--- src/rtl/csrm_defines.svh ---
// constants for the configuration select and reference mux block
`ifndef CSRM_DEFINES_SVH
`define CSRM_DEFINES_SVH

// -----------------------------------------------------------------
// register map
// -----------------------------------------------------------------
`define CSRM_OFS_DEFAULT_FLAG 8'h00
`define CSRM_OFS_REF_PRIMARY 8'h13
`define CSRM_BIT_DEFAULT_FLAG 7
`define CSRM_PTR_STEP 8'h01

// -----------------------------------------------------------------
// serial target
// -----------------------------------------------------------------
`define CSRM_TARGET_ADDR 7'h6a
`define CSRM_BITS_PER_BYTE 4'h8
`define CSRM_BIT_ONE 4'h1
`define CSRM_BIT_MSB 3'h7

// -----------------------------------------------------------------
// configuration slots and timing
// -----------------------------------------------------------------
`define CSRM_SLOT_I2C_DEFAULTS 3'h4
`define CSRM_SLOTS 5
`define CSRM_CLK_KHZ 100000
`define CSRM_SEL_HOLD_MS 10
`define CSRM_SETTLE_MS 1
`define CSRM_SWITCH_GUARD 3'h4

`endif

--- src/rtl/csrm_pkg.sv ---
// shared types for the configuration select and reference mux block
package csrm_pkg;

  // reference control register layout
  typedef struct packed {
    logic [1:0] switchover_mode_field;
    logic [3:0] spare;
    logic primary_source_bit;
    logic spare0;
  } csrm_ref_ctrl_type;

  // one stored configuration image
  typedef struct packed {
    logic [7:0] flag_reg;
    csrm_ref_ctrl_type ref_ctrl;
  } csrm_cfg_type;

  typedef enum logic [1:0] {
    CSRM_ST_SAMPLE,
    CSRM_ST_BOOT,
    CSRM_ST_RUN
  } csrm_boot_type;

  typedef enum logic [2:0] {
    CSRM_I_IDLE,
    CSRM_I_ADDR,
    CSRM_I_REG,
    CSRM_I_WDAT,
    CSRM_I_RDAT
  } csrm_i2c_type;

endpackage

--- src/rtl/csrm_config_select.sv ---
// strap latch, configuration loading, serial target and input choice
// Functional notes
// - the strap level is caught once after power-on and held.
// - a high strap makes the two shared pins configuration selects.
// - a low strap makes the shared pins the serial data and clock.
// - after sampling the strap pin is driven as a reference output.
// - with a high strap the select pins pick slot 0 to 3, no serial access.
// - with a low strap pins are ignored; flag 1 loads defaults, 0 slot 0.
// - with a low strap only serial commands change configuration.
// - pin changes count only after 10 ms, high strap and flag 0.
// - a pin change loads the new slot, then 1 ms settle is kept.
// - in manual mode the input pin picks the reference, low is the primary.
// - in manual mode crystal is chosen when primary bit equals the pin, else diff.
// - the primary bit names the primary reference, 0 crystal, 1 diff.
// - the primary bit is bit 1 of reference_primary_reg, serially writable.
// - manual pin selection only while the mode field upper bit is 0.
// - reference changes are glitch free at the output.
`timescale 1ns/1ns
`include "csrm_defines.svh"

module csrm_config_select
#(
  parameter int SEL_HOLD_CYCLES = `CSRM_SEL_HOLD_MS * `CSRM_CLK_KHZ,
  parameter int SETTLE_CYCLES = `CSRM_SETTLE_MS * `CSRM_CLK_KHZ,
  parameter csrm_pkg::csrm_cfg_type [`CSRM_SLOTS-1:0] STORED_CONFIGS = '0
)
(
  // clock and power-on reset
  input wire logic ref_clk,
  input wire logic rst_n,
  // strap / reference output pin
  input wire logic pin_mode_strap_i,
  output logic pin_mode_strap_o,
  output logic pin_mode_strap_oe,
  // shared select / serial pins
  input wire logic config_select_bit1_i,
  output logic config_select_bit1_o,
  output logic config_select_bit1_oe,
  input wire logic config_select_bit0_i,
  // reference inputs
  input wire logic reference_choice_pin,
  input wire logic crystal_or_single_ended_input,
  input wire logic differential_reference_input,
  input wire logic differential_reference_input_n,
  // status
  output logic [2:0] active_config_q,
  output logic config_settling,
  output logic active_diff_q
);

  localparam int HW = $clog2(SEL_HOLD_CYCLES + 1);
  localparam int SW = $clog2(SETTLE_CYCLES + 1);

  if (SEL_HOLD_CYCLES < 1 || SETTLE_CYCLES < 1)
    $error("timing counts must be at least one cycle");

  csrm_pkg::csrm_boot_type st_q;
  csrm_pkg::csrm_i2c_type ist_q;
  csrm_pkg::csrm_cfg_type cfg_q;
  logic strap_q, drive_q, hold_done_q, ack_q, sda_oe_q, sda_q, scl_q;
  logic [HW-1:0] hold_q;
  logic [SW-1:0] settle_q;
  logic [1:0] applied_sel_q, sel;
  logic [3:0] cnt_q;
  logic [7:0] shreg_q, tx_q, ptr_q, rdata;
  logic i2c_en, start, stop, rise, fall, byte_end, i2c_wr, reload, sel_diff;

  assign sel = {config_select_bit1_i, config_select_bit0_i};

  // -----------------------------------------------------------------
  // strap capture and boot sequence
  // -----------------------------------------------------------------
  // the strap is caught by a clock edge after release, never by reset
  always_ff @(posedge ref_clk or negedge rst_n)
  begin
    if (!rst_n)
      st_q <= csrm_pkg::CSRM_ST_SAMPLE;
    else
      unique case (st_q)
        csrm_pkg::CSRM_ST_SAMPLE: st_q <= csrm_pkg::CSRM_ST_BOOT;
        csrm_pkg::CSRM_ST_BOOT: st_q <= csrm_pkg::CSRM_ST_RUN;
        csrm_pkg::CSRM_ST_RUN: st_q <= csrm_pkg::CSRM_ST_RUN;
      endcase
  end

  always_ff @(posedge ref_clk or negedge rst_n)
  begin
    if (!rst_n)
      strap_q <= 1'b0;
    else if (st_q == csrm_pkg::CSRM_ST_SAMPLE)
      strap_q <= pin_mode_strap_i;
  end

  always_ff @(posedge ref_clk or negedge rst_n)
  begin
    if (!rst_n)
      drive_q <= 1'b0;
    else if (st_q == csrm_pkg::CSRM_ST_SAMPLE)
      drive_q <= 1'b1;
  end

  assign pin_mode_strap_oe = drive_q;

  // -----------------------------------------------------------------
  // select pin timing: 10 ms quiet start, 1 ms settle per change
  // -----------------------------------------------------------------
  always_ff @(posedge ref_clk or negedge rst_n)
  begin
    if (!rst_n)
      hold_q <= '0;
    else if (!hold_done_q)
      hold_q <= hold_q + HW'(1);
  end

  always_ff @(posedge ref_clk or negedge rst_n)
  begin
    if (!rst_n)
      hold_done_q <= 1'b0;
    else if (hold_q == HW'(SEL_HOLD_CYCLES - 1))
      hold_done_q <= 1'b1;
  end

  // a change seen while settling is served once the settle ends
  assign reload = st_q == csrm_pkg::CSRM_ST_RUN && strap_q && hold_done_q
    && !cfg_q.flag_reg[`CSRM_BIT_DEFAULT_FLAG] && settle_q == '0
    && sel != applied_sel_q;

  always_ff @(posedge ref_clk or negedge rst_n)
  begin
    if (!rst_n)
      settle_q <= '0;
    else if (reload)
      settle_q <= SW'(SETTLE_CYCLES);
    else if (settle_q != '0)
      settle_q <= settle_q - SW'(1);
  end

  assign config_settling = settle_q != '0;

  // -----------------------------------------------------------------
  // configuration image: boot load, pin reload, serial writes
  // -----------------------------------------------------------------
  always_ff @(posedge ref_clk or negedge rst_n)
  begin
    if (!rst_n)
    begin
      cfg_q <= '0;
      active_config_q <= 3'h0;
      applied_sel_q <= 2'h0;
    end
    else if (st_q == csrm_pkg::CSRM_ST_BOOT && strap_q)
    begin
      cfg_q <= STORED_CONFIGS[{1'b0, sel}];
      active_config_q <= {1'b0, sel};
      applied_sel_q <= sel;
    end
    else if (st_q == csrm_pkg::CSRM_ST_BOOT)
    begin
      if (STORED_CONFIGS[0].flag_reg[`CSRM_BIT_DEFAULT_FLAG])
      begin
        cfg_q <= STORED_CONFIGS[`CSRM_SLOT_I2C_DEFAULTS];
        active_config_q <= `CSRM_SLOT_I2C_DEFAULTS;
      end
      else
      begin
        cfg_q <= STORED_CONFIGS[0];
        active_config_q <= 3'h0;
      end
    end
    else if (reload)
    begin
      cfg_q <= STORED_CONFIGS[{1'b0, sel}];
      active_config_q <= {1'b0, sel};
      applied_sel_q <= sel;
    end
    else if (i2c_wr && ptr_q == `CSRM_OFS_DEFAULT_FLAG)
      cfg_q.flag_reg <= shreg_q;
    else if (i2c_wr && ptr_q == `CSRM_OFS_REF_PRIMARY)
      cfg_q.ref_ctrl <= shreg_q;
  end

  always_comb
  begin
    rdata = 8'h00;
    if (ptr_q == `CSRM_OFS_DEFAULT_FLAG)
      rdata = cfg_q.flag_reg;
    else if (ptr_q == `CSRM_OFS_REF_PRIMARY)
      rdata = cfg_q.ref_ctrl;
  end

  // -----------------------------------------------------------------
  // serial target on the shared pins
  // -----------------------------------------------------------------
  assign i2c_en = st_q == csrm_pkg::CSRM_ST_RUN && !strap_q;
  assign start = scl_q && config_select_bit0_i && sda_q
    && !config_select_bit1_i;
  assign stop = scl_q && config_select_bit0_i && !sda_q
    && config_select_bit1_i;
  assign rise = config_select_bit0_i && !scl_q;
  assign fall = !config_select_bit0_i && scl_q;
  assign byte_end = fall && !ack_q && cnt_q == `CSRM_BITS_PER_BYTE;
  assign i2c_wr = i2c_en && byte_end && ist_q == csrm_pkg::CSRM_I_WDAT;

  always_ff @(posedge ref_clk or negedge rst_n)
  begin
    if (!rst_n)
    begin
      sda_q <= 1'b1;
      scl_q <= 1'b1;
    end
    else
    begin
      sda_q <= config_select_bit1_i;
      scl_q <= config_select_bit0_i;
    end
  end

  always_ff @(posedge ref_clk or negedge rst_n)
  begin
    if (!rst_n)
    begin
      ist_q <= csrm_pkg::CSRM_I_IDLE;
      ack_q <= 1'b0;
      sda_oe_q <= 1'b0;
      cnt_q <= 4'h0;
      shreg_q <= 8'h00;
      tx_q <= 8'h00;
      ptr_q <= 8'h00;
    end
    else if (!i2c_en || stop)
    begin
      ist_q <= csrm_pkg::CSRM_I_IDLE;
      ack_q <= 1'b0;
      sda_oe_q <= 1'b0;
    end
    else if (start)
    begin
      ist_q <= csrm_pkg::CSRM_I_ADDR;
      ack_q <= 1'b0;
      sda_oe_q <= 1'b0;
      cnt_q <= 4'h0;
    end
    else if (rise && ist_q != csrm_pkg::CSRM_I_IDLE)
    begin
      if (!ack_q)
      begin
        shreg_q <= {shreg_q[6:0], config_select_bit1_i};
        cnt_q <= cnt_q + `CSRM_BIT_ONE;
      end
      else if (ist_q == csrm_pkg::CSRM_I_RDAT && config_select_bit1_i)
        ist_q <= csrm_pkg::CSRM_I_IDLE;
    end
    else if (fall && ist_q != csrm_pkg::CSRM_I_IDLE)
    begin
      if (ack_q)
      begin
        ack_q <= 1'b0;
        cnt_q <= 4'h0;
        sda_oe_q <= ist_q == csrm_pkg::CSRM_I_RDAT && !tx_q[7];
      end
      else if (byte_end)
      begin
        ack_q <= 1'b1;
        cnt_q <= 4'h0;
        sda_oe_q <= ist_q != csrm_pkg::CSRM_I_RDAT;
        unique case (ist_q)
          csrm_pkg::CSRM_I_ADDR:
            if (shreg_q[7:1] != `CSRM_TARGET_ADDR)
            begin
              ist_q <= csrm_pkg::CSRM_I_IDLE;
              sda_oe_q <= 1'b0;
            end
            else if (shreg_q[0])
            begin
              ist_q <= csrm_pkg::CSRM_I_RDAT;
              tx_q <= rdata;
              ptr_q <= ptr_q + `CSRM_PTR_STEP;
            end
            else
              ist_q <= csrm_pkg::CSRM_I_REG;
          csrm_pkg::CSRM_I_REG:
          begin
            ptr_q <= shreg_q;
            ist_q <= csrm_pkg::CSRM_I_WDAT;
          end
          csrm_pkg::CSRM_I_WDAT: ptr_q <= ptr_q + `CSRM_PTR_STEP;
          csrm_pkg::CSRM_I_RDAT:
          begin
            tx_q <= rdata;
            ptr_q <= ptr_q + `CSRM_PTR_STEP;
          end
          default: ist_q <= csrm_pkg::CSRM_I_IDLE;
        endcase
      end
      else if (ist_q == csrm_pkg::CSRM_I_RDAT)
        sda_oe_q <= !tx_q[3'(`CSRM_BIT_MSB - cnt_q[2:0])];
    end
  end

  // open drain: only ever pulls low
  assign config_select_bit1_o = 1'b0;
  assign config_select_bit1_oe = sda_oe_q;

  // -----------------------------------------------------------------
  // reference choice
  // -----------------------------------------------------------------
  // outside manual mode the primary input is simply held
  assign sel_diff = !cfg_q.ref_ctrl.switchover_mode_field[1]
    ? cfg_q.ref_ctrl.primary_source_bit ^ reference_choice_pin
    : cfg_q.ref_ctrl.primary_source_bit;

  csrm_ref_switch u_switch
  (
    .ref_clk(ref_clk),
    .rst_n(rst_n),
    .sel_diff(sel_diff),
    .xin_level(crystal_or_single_ended_input),
    .diff_level(differential_reference_input
      & ~differential_reference_input_n),
    .ref_out_q(pin_mode_strap_o),
    .active_diff_q(active_diff_q)
  );
endmodule // csrm_config_select

--- src/rtl/csrm_ref_switch.sv ---
// break-before-make reference selector with registered output
`timescale 1ns/1ns
`include "csrm_defines.svh"

module csrm_ref_switch
(
  // clock and reset
  input wire logic ref_clk,
  input wire logic rst_n,
  // selection and sources
  input wire logic sel_diff,
  input wire logic xin_level,
  input wire logic diff_level,
  // result
  output logic ref_out_q,
  output logic active_diff_q
);

  logic [2:0] gap_q;
  logic src;

  assign src = active_diff_q ? diff_level : xin_level;

  // -----------------------------------------------------------------
  // handover: wait for the old source low, park low, then swap
  // -----------------------------------------------------------------
  // parking low avoids runt pulses when the two sources are unrelated
  always_ff @(posedge ref_clk or negedge rst_n)
  begin
    if (!rst_n)
      gap_q <= 3'h0;
    else if (gap_q != 3'h0)
      gap_q <= gap_q - 3'h1;
    else if (sel_diff != active_diff_q && !ref_out_q)
      gap_q <= `CSRM_SWITCH_GUARD;
  end

  always_ff @(posedge ref_clk or negedge rst_n)
  begin
    if (!rst_n)
      active_diff_q <= 1'b0;
    else if (gap_q == 3'h1)
      active_diff_q <= sel_diff;
  end

  always_ff @(posedge ref_clk or negedge rst_n)
  begin
    if (!rst_n)
      ref_out_q <= 1'b0;
    else if (gap_q != 3'h0)
      ref_out_q <= 1'b0;
    else if (sel_diff == active_diff_q)
      ref_out_q <= src;
    else
      ref_out_q <= ref_out_q & src;
  end
endmodule // csrm_ref_switch

--- config.mk ---
export PLATFORM = sky130hd
export DESIGN_NAME = csrm_config_select
export DESIGN_NICKNAME = d
export VERILOG_FILES = /design/src/rtl/csrm_pkg.sv /design/src/rtl/csrm_config_select.sv /design/src/rtl/csrm_ref_switch.sv
export VERILOG_INCLUDE_DIRS = /design/src /design/src/rtl
export SDC_FILE = /design/constraint.sdc
export NUM_CORES = 1
export LEC_CHECK = 0
export BUFFER_PORTS_ARGS = -buffer_cell sky130_fd_sc_hd__buf_2
export CAP_MARGIN = 5
export CELL_PAD_IN_SITES_DETAIL_PLACEMENT = 1
export CELL_PAD_IN_SITES_GLOBAL_PLACEMENT = 2
export CORE_MARGIN = 1.5
export CORE_UTILIZATION = 44
export DETAILED_ROUTE_END_ITERATION = 10
export PLACE_DENSITY_LB_ADDON = 0.1
export REMOVE_ABC_BUFFERS = 1
export SLEW_MARGIN = 10
export SYNTH_ARGS = -nofsm -noshare
export SYNTH_HDL_FRONTEND = slang
export SYNTH_SLANG_ARGS = --single-unit
--- constraint.sdc ---
create_clock -name ref_clk -period 7.05 [get_ports ref_clk]
set_input_delay 0.3525 -clock ref_clk [delete_from_list [all_inputs] [get_ports ref_clk]]
set_output_delay 0.3525 -clock ref_clk [all_outputs]
set_load 0.005 [all_outputs]
Word-level counts from Yosys, hierarchy flattened
Cells that the tools add are included.
{ "word_totals": {"regBits": 103, "latch_bits": 0, "mem_bits_rw": 0, "rom_bits": 0, "inputBits": 9, "memories": 0} }
{ "classes": {"add_sub_neg": 6, "multipliers": 0, "div_mod_pow": 0, "n_lt_le_gt_ge": 2, "eq_ne": 26, "shift": 0, "n_mux": 65, "n_bitwise": 8, "reduce_logical": 67} }
{ "ops": {"columns": ["operator", "count"], "rows": [
  ["$mux 8", 9],
  ["$mux 16", 4],
  ["$mux 3", 15],
  ["$mux 17", 2],
  ["$bmux 16 s2", 1],
  ["$logic_and 1x1->1", 25],
  ["$mux 4", 6],
  ["$pmux 8 s3", 1],
  ["$add 20x1->20 const B", 1],
  ["$eq 20x20->1 const B", 1],
  ["$mux 1", 20],
  ["$reduce_and 9->1", 2],
  ["$reduce_bool 3->1", 6],
  ["$logic_not 17->1", 1],
  ["$reduce_bool 17->1", 1],
  ["$sub 17x1->17 const B", 1],
  ["$pmux 8 s2", 1],
  ["$reduce_bool 4->1", 4],
  ["$logic_not 1->1", 11],
  ["$ne 5x5->1 const B", 2],
  ["$ne 3x3->1 const B", 3],
  ["$pmux 3 s3", 1],
  ["$add 8x1->8 const B", 1],
  ["$eq 8x5->1 const B", 1],
  ["other kinds (36)", 54]
]} }

Logic depth before layout (Yosys ltp)
{ "depth": {"word_depth": 12, "ltp_mapped": 10, "depth_no_buf": 7} }

Modules after synthesis
From an unflattened synthesis, not the netlist that was laid out.
{ "hier_totals": {"hier_cells": 506, "area_unflattened_um2": 5261.3} }
{ "modules_own_cells": {"columns": ["module", "instances", "cells_each", "area_per_inst_um2"], "rows": [
  ["csrm_config_select", 1, 485, 5039.8],
  ["csrm_ref_switch", 1, 21, 221.5]
]} }

Worst setup path after synthesis
No wires, ideal clock.
{ "synth_timing": {"kind": "reg2reg", "start": "register settle_q[11]", "end": "register applied_sel_q[0]", "arrival_ps": 2491, "required_ps": 6925, "setup_slack_ps": 4433, "stages_incl_launch_ff": 6, "n_path_buf": 0, "cell_sequence": "dfrtp_1 or4_4 or4_4 or4_4 o21ai_4 mux2_4"} }
{ "synth_via": {"elab_chain_cells": 5} }
{ "synth_lines": {"columns": ["item", "line_no", "rtl"], "rows": [
  ["start: declaration", "csrm_config_select.sv:62", "logic [SW-1:0] settle_q;"],
  ["start signal: assignment", "csrm_config_select.sv:133", "settle_q <= SW'(SETTLE_CYCLES);"],
  ["start signal: assignment", "csrm_config_select.sv:135", "settle_q <= settle_q - SW'(1);"],
  ["$logic_not 17->1", "csrm_config_select.sv:125", "&& !cfg_q.flag_reg[`CSRM_BIT_DEFAULT_FLAG] && settle_q == '0"],
  ["$logic_and 1x1->1 (2 in series)", "csrm_config_select.sv:124", "assign reload = st_q == csrm_pkg::CSRM_ST_RUN && strap_q && hold_done_q"],
  ["$reduce_bool 2->1 (no source line)", null, null],
  ["$reduce_and 2->1 (no source line)", null, null],
  ["end signal: assignment", "csrm_config_select.sv:155", "applied_sel_q <= sel;"],
  ["end signal: assignment", "csrm_config_select.sv:174", "applied_sel_q <= sel;"],
  ["end: declaration", "csrm_config_select.sv:63", "logic [1:0] applied_sel_q, sel;"]
]} }
No other way between the ends.
A chain may end at the register's enable or synchronous reset.

Worst setup path after layout
{ "layout_timing": {"start": "register settle_q[11]", "end": "register active_config_q[0]"} }
{ "layout_via": {"elab_chain_cells": 4} }
{ "layout_lines": {"columns": ["item", "line_no", "rtl"], "rows": [
  ["$logic_not 17->1", "csrm_config_select.sv:125", null],
  ["$logic_and 1x1->1 (2 in series)", "csrm_config_select.sv:124", null],
  ["$reduce_bool 3->1 (no source line)", null, null],
  ["end signal: assignment", "csrm_config_select.sv:154", "active_config_q <= {1'b0, sel};"],
  ["end signal: assignment", "csrm_config_select.sv:162", "active_config_q <= `CSRM_SLOT_I2C_DEFAULTS;"],
  ["end signal: assignment", "csrm_config_select.sv:173", "active_config_q <= {1'b0, sel};"],
  ["end: declaration", "csrm_config_select.sv:46", "output logic [2:0] active_config_q,"]
]} }
No other way between the ends.

==> impl_metrics.prom <==
# TYPE chip_impl_metric gauge
chip_impl_info{name="run_status",value="finished clean"} 1
chip_impl_metric{name="synthAdderAreaFrac",unit="%"} 2.62
chip_impl_metric{name="reg2reg_depth",unit=""} 5
chip_impl_metric{name="wl_cell",unit="µm"} 17.7
chip_impl_metric{name="critPathBufInv",unit=""} 0
chip_impl_metric{name="setup_violations",unit=""} 0
chip_impl_info{name="crit_path_end_kind",value="flip-flop"} 1
chip_impl_metric{name="worst-slew-pin-transition",unit="ps"} 992
chip_impl_info{name="critical-path-top-delay-family",value="simple AND/OR/NAND/NOR gates"} 1
chip_impl_info{name="critical_path_s_most_frequent_cell",value="or4_4"} 1
chip_impl_metric{name="maxSlewHeadroom",unit="%"} 33.9
chip_impl_info{name="synth.area.top_cells",value="dfrtp_1 48%, nand2_1 4.6%, mux2i_1 4.0%"} 1
chip_impl_metric{name="synth-warning-count",unit=""} 0
chip_impl_metric{name="comb_power_share",unit="%"} 7.0
chip_impl_info{name="hold_start",value="config_select_bit1_i"} 1
chip_impl_metric{name="antennaDiodeCount",unit=""} 0
chip_impl_metric{name="instances_no_fill",unit=""} 678
chip_impl_metric{name="r2r_setup_slack",unit="ps"} 4180
chip_impl_metric{name="die_height",unit="µm"} 112
chip_impl_metric{name="crit_path_max_incr_delay",unit="ps"} 570
chip_impl_metric{name="post-route-period-util",unit="%"} 40.8
chip_impl_metric{name="multi_input_area",unit="µm²"} 2530
chip_impl_metric{name="pin_count",unit=""} 18
chip_impl_metric{name="netlist.area_leader.share",unit="%"} 47.7
chip_impl_info{name="main_combinational_cell_family_by_area_after_synthesis",value="simple AND/OR/NAND/NOR gates"} 1
chip_impl_metric{name="max_freq",unit="MHz"} 348
chip_impl_metric{name="syn_to_final_growth",unit="%"} 9.61
chip_impl_metric{name="io_buffers",unit=""} 15
chip_impl_metric{name="synth_compound_area_share",unit="%"} 10.5
chip_impl_metric{name="grt_start_max_net_pins",unit=""} 79
chip_impl_metric{name="fp-row-count",unit=""} 39
chip_impl_info{name="worst-setup-path-type",value="reg -> reg"} 1
chip_impl_metric{name="worstHoldPathCells",unit=""} 1
chip_impl_metric{name="synthXorXnorAreaFrac",unit="%"} 5.44
chip_impl_metric{name="gr-usage-all-layers",unit="%"} 20.5
chip_impl_metric{name="hold_viol_final",unit=""} 0
chip_impl_metric{name="dr_total_vias",unit=""} 3878
chip_impl_metric{name="maxSlewViolCount",unit=""} 0
chip_impl_metric{name="place_hpwl",unit="µm"} 8450
chip_impl_metric{name="initial_utilization",unit="%"} 45.6
chip_impl_metric{name="postRouteWirelength",unit="µm"} 12000
chip_impl_info{name="synthDominantAreaCellType",value="dfrtp_1"} 1
chip_impl_metric{name="drc",unit=""} 0
chip_impl_metric{name="antenna_left",unit=""} 0
chip_impl_metric{name="grt-ovfl-total",unit=""} 0
chip_impl_metric{name="final.min_clock_period",unit="ps"} 2870
chip_impl_metric{name="clock_tree.htree_level_count",unit=""} 3
chip_impl_metric{name="seqCellArea",unit="µm²"} 2550
chip_impl_metric{name="cp_max_fo",unit=""} 18
chip_impl_metric{name="drt_iter0_markers",unit=""} 168
chip_impl_info{name="timing.critical_path.cells",value="or4_4 -> or4_4 -> or4_4 -> nand2b_1 -> o2bb2ai_1"} 1
chip_impl_metric{name="first_global_vias",unit=""} 4018
chip_impl_metric{name="fillCellCount",unit=""} 1297
chip_impl_metric{name="gp_routability_congestion",unit=""} 0.818
chip_impl_metric{name="power_report.internal_total",unit="µW"} 964
chip_impl_metric{name="power.share.sequential",unit="%"} 50.0
chip_impl_metric{name="power.switching",unit="µW"} 278
chip_impl_info{name="worst_setup_path_start_kind",value="flip-flop"} 1
chip_impl_info{name="hold_path.class",value="in -> reg"} 1
chip_impl_metric{name="max_cap_viol_count",unit=""} 0
chip_impl_metric{name="p_total",unit="µW"} 1240
chip_impl_metric{name="critPathArrivalTime",unit="ps"} 3080
chip_impl_metric{name="post_synth_mux_area_share",unit="%"} 8.01
chip_impl_metric{name="postSynthAreaPerCell",unit="µm²"} 9.98
chip_impl_info{name="cts_tree",value="done"} 1
chip_impl_info{name="rsz0062_at_grt",value="no"} 1
chip_impl_metric{name="synthDistinctLibCells",unit=""} 59
chip_impl_metric{name="skew",unit="ps"} 8.01
chip_impl_info{name="critical_path.slowest_cell",value="or4_4"} 1
chip_impl_metric{name="clk_transition_reported_paths",unit="ps"} 70
chip_impl_metric{name="netlist_area",unit="µm²"} 5250
chip_impl_metric{name="vias_per_cell",unit=""} 5.72
chip_impl_metric{name="cellLeakagePower",unit="µW"} 0.00260
chip_impl_metric{name="dp_cell_count",unit=""} 661
chip_impl_metric{name="cts-buffers-inserted",unit=""} 9
chip_impl_metric{name="synthesis.instances",unit=""} 526
chip_impl_metric{name="detailedRoute.firstPassIterationCount",unit=""} 6
chip_impl_metric{name="data_required_time_at_the_worst_endpoint",unit="ps"} 7260
chip_impl_metric{name="synthArstFlopShare",unit="%"} 100
chip_impl_metric{name="initial_antenna_violation_count",unit=""} 0
chip_impl_info{name="worstReg2RegEnd",value="active_config_q[0]"} 1
chip_impl_metric{name="powerDensity",unit="nW/µm²"} 216
chip_impl_metric{name="cp_num_cells",unit=""} 5
chip_impl_metric{name="wire_length_of_the_first_global_routing_pass",unit="µm"} 20400
chip_impl_info{name="crit-reg2reg-launch",value="settle_q[11]"} 1
chip_impl_metric{name="insertion_delay",unit="ps"} 350
chip_impl_info{name="holdPathEnd",value="sda_q"} 1
chip_impl_metric{name="share_of_cells_above_drive_strength_1",unit="%"} 12.0
chip_impl_metric{name="synth-seq-cells",unit=""} 102
chip_impl_metric{name="coreArea",unit="µm²"} 11500
chip_impl_metric{name="final_total_negative_setup_slack",unit="ps"} 0
chip_impl_metric{name="swShare",unit="%"} 22.4
chip_impl_metric{name="synth-simple-area-share",unit="%"} 21.3
chip_impl_metric{name="ir_worst_vdd",unit="mV"} 0.168
chip_impl_info{name="synth-main-ff-cell",value="dfrtp_1"} 1
chip_impl_info{name="cts.root.buffer_cell",value="clkbuf_16"} 1
chip_impl_metric{name="power.share.clock",unit="%"} 43.0
chip_impl_metric{name="ctsLongestPathBuffers",unit=""} 2
chip_impl_metric{name="number_of_enable_type_register_cells_in_the_synthesized_netlist",unit=""} 0
chip_impl_metric{name="synth.yosys.seq_area_share",unit="%"} 48.7
chip_impl_metric{name="clock_sink_count",unit=""} 102
chip_impl_metric{name="floorplan.die_area",unit="µm²"} 12600
chip_impl_metric{name="final_nets",unit=""} 550
chip_impl_metric{name="die_width",unit="µm"} 112
==> cell families (layout without fill, tap and decap cells) <==
| logic type | Yosys count | after routing |
|---|---|---|
| xor gates and xnor gates | 31 | 31 |
| DFF | 102 | 102 |
| and+or+nand+nor | 221 | 221 |
| AOI/OAI and AO/OA | 81 | 81 |
| muxes | 37 | 37 |
| other | 1 | 2 |
| adders and majority gates | 11 | 11 |
| buffers and inverters | 42 | 50 |
==> worst max path at each step <==
stage            startpoint            endpoint  slack, ps
2_1_floorplan      cnt_q[0]           cfg_q[10]       4200
3_5_place_dp   settle_q[11]  active_config_q[0]       4160
4_1_cts        settle_q[11]  active_config_q[1]       4150
6_report       settle_q[11]  active_config_q[0]       4180
5_1_grt        settle_q[11]  active_config_q[1]       3990
3_3_place_gp   settle_q[11]  active_config_q[0]       4210
==> power groups by stage <==
stage                     Combinational, µW  Clock [µW]  Sequential, µW
after floorplan                        56.1           0             628
after global placement                 84.8           0             631
after detailed placement               90.6           0             633
after CTS                              89.9         552             621
after global routing                   98.2         570             625
final                                  86.9         534             621
==> metal layers <==
layer,GRT usage [%],vias to the layer above,wire length (µm)
met1,28.2,1945,5840
met2,32.5,57,5590
met4,5.32,0,155
met5,0,-,0
met3,5.51,13,383
li1,-,1863,-
==> cells in the final DEF, fill, tap and decap left out, types with 7 or more instances in the layout <==
cell type,count
a21oi_1,27
a32oi_1,8
buf_2,14
clkbuf_16,9
dfrtp_1,100
ha_1,11
inv_1,14
mux2_2,12
mux2i_1,21
nand2_1,64
nand2b_1,9
nand3_1,22
nand4_1,8
nor2_1,53
nor2b_1,7
nor3_1,7
nor4_1,7
o21ai_0,10
or3_1,9
xnor2_1,20
xor2_1,10
==> metrics by stage <==
step / hold WS [ps] / utilization (%) / setup WS [ps] / cell area [µm²]
floorplan: 56.9 / - / 4200 / 5130
global placement: 278 / 47.1 / 4210 / 5430
detailed placement: 276 / 47.1 / 4160 / 5430
CTS: 193 / 49.9 / 4150 / 5750
global route: 189 / 49.9 / 3990 / 5750
finish: 210 / 49.9 / 4180 / 5750
==> final cells by class <==
| type | instances | area share (%) |
|---|---|---|
| clock buffers | 12 | 4.29 |
| flip-flops and latches | 102 | 44.4 |
| repair buffers | 20 | 2.04 |
| clock inverters | 4 | 1.22 |
| multi-input cells | 383 | 44.0 |
| inverters | 14 | 0.914 |
| well taps | 143 | 3.11 |
==> sequential cells by signal, indices dropped and copies added (netlist names), 2 cells and up <==
signal	count
shreg_q	8
tx_q	8
u_switch.gap_q	3
active_config_q	2
cnt_q	4
hold_q	20
ist_q	3
applied_sel_q	2
cfg_q	16
ptr_q	8
settle_q	17
st_q	2
==> cell usage after synthesis, drive strengths merged (10+ instances only) <==
cell    number
dfrtp      100
nand2       64
nor2        53
a21oi       27
clkbuf      24
nand3       22
mux2i       21
xnor2       20
inv         14
mux2        14
o21ai       12
ha          11
xor2        10
==> what timing repair did <==
item	4_1_cts	5_1_grt
gates resized for setup	0	0
endpoints found under the hold margin	24	0
hold buffers	1	0
setup buffers	0	0
Note: power is estimated with default switching activity, not from simulation.
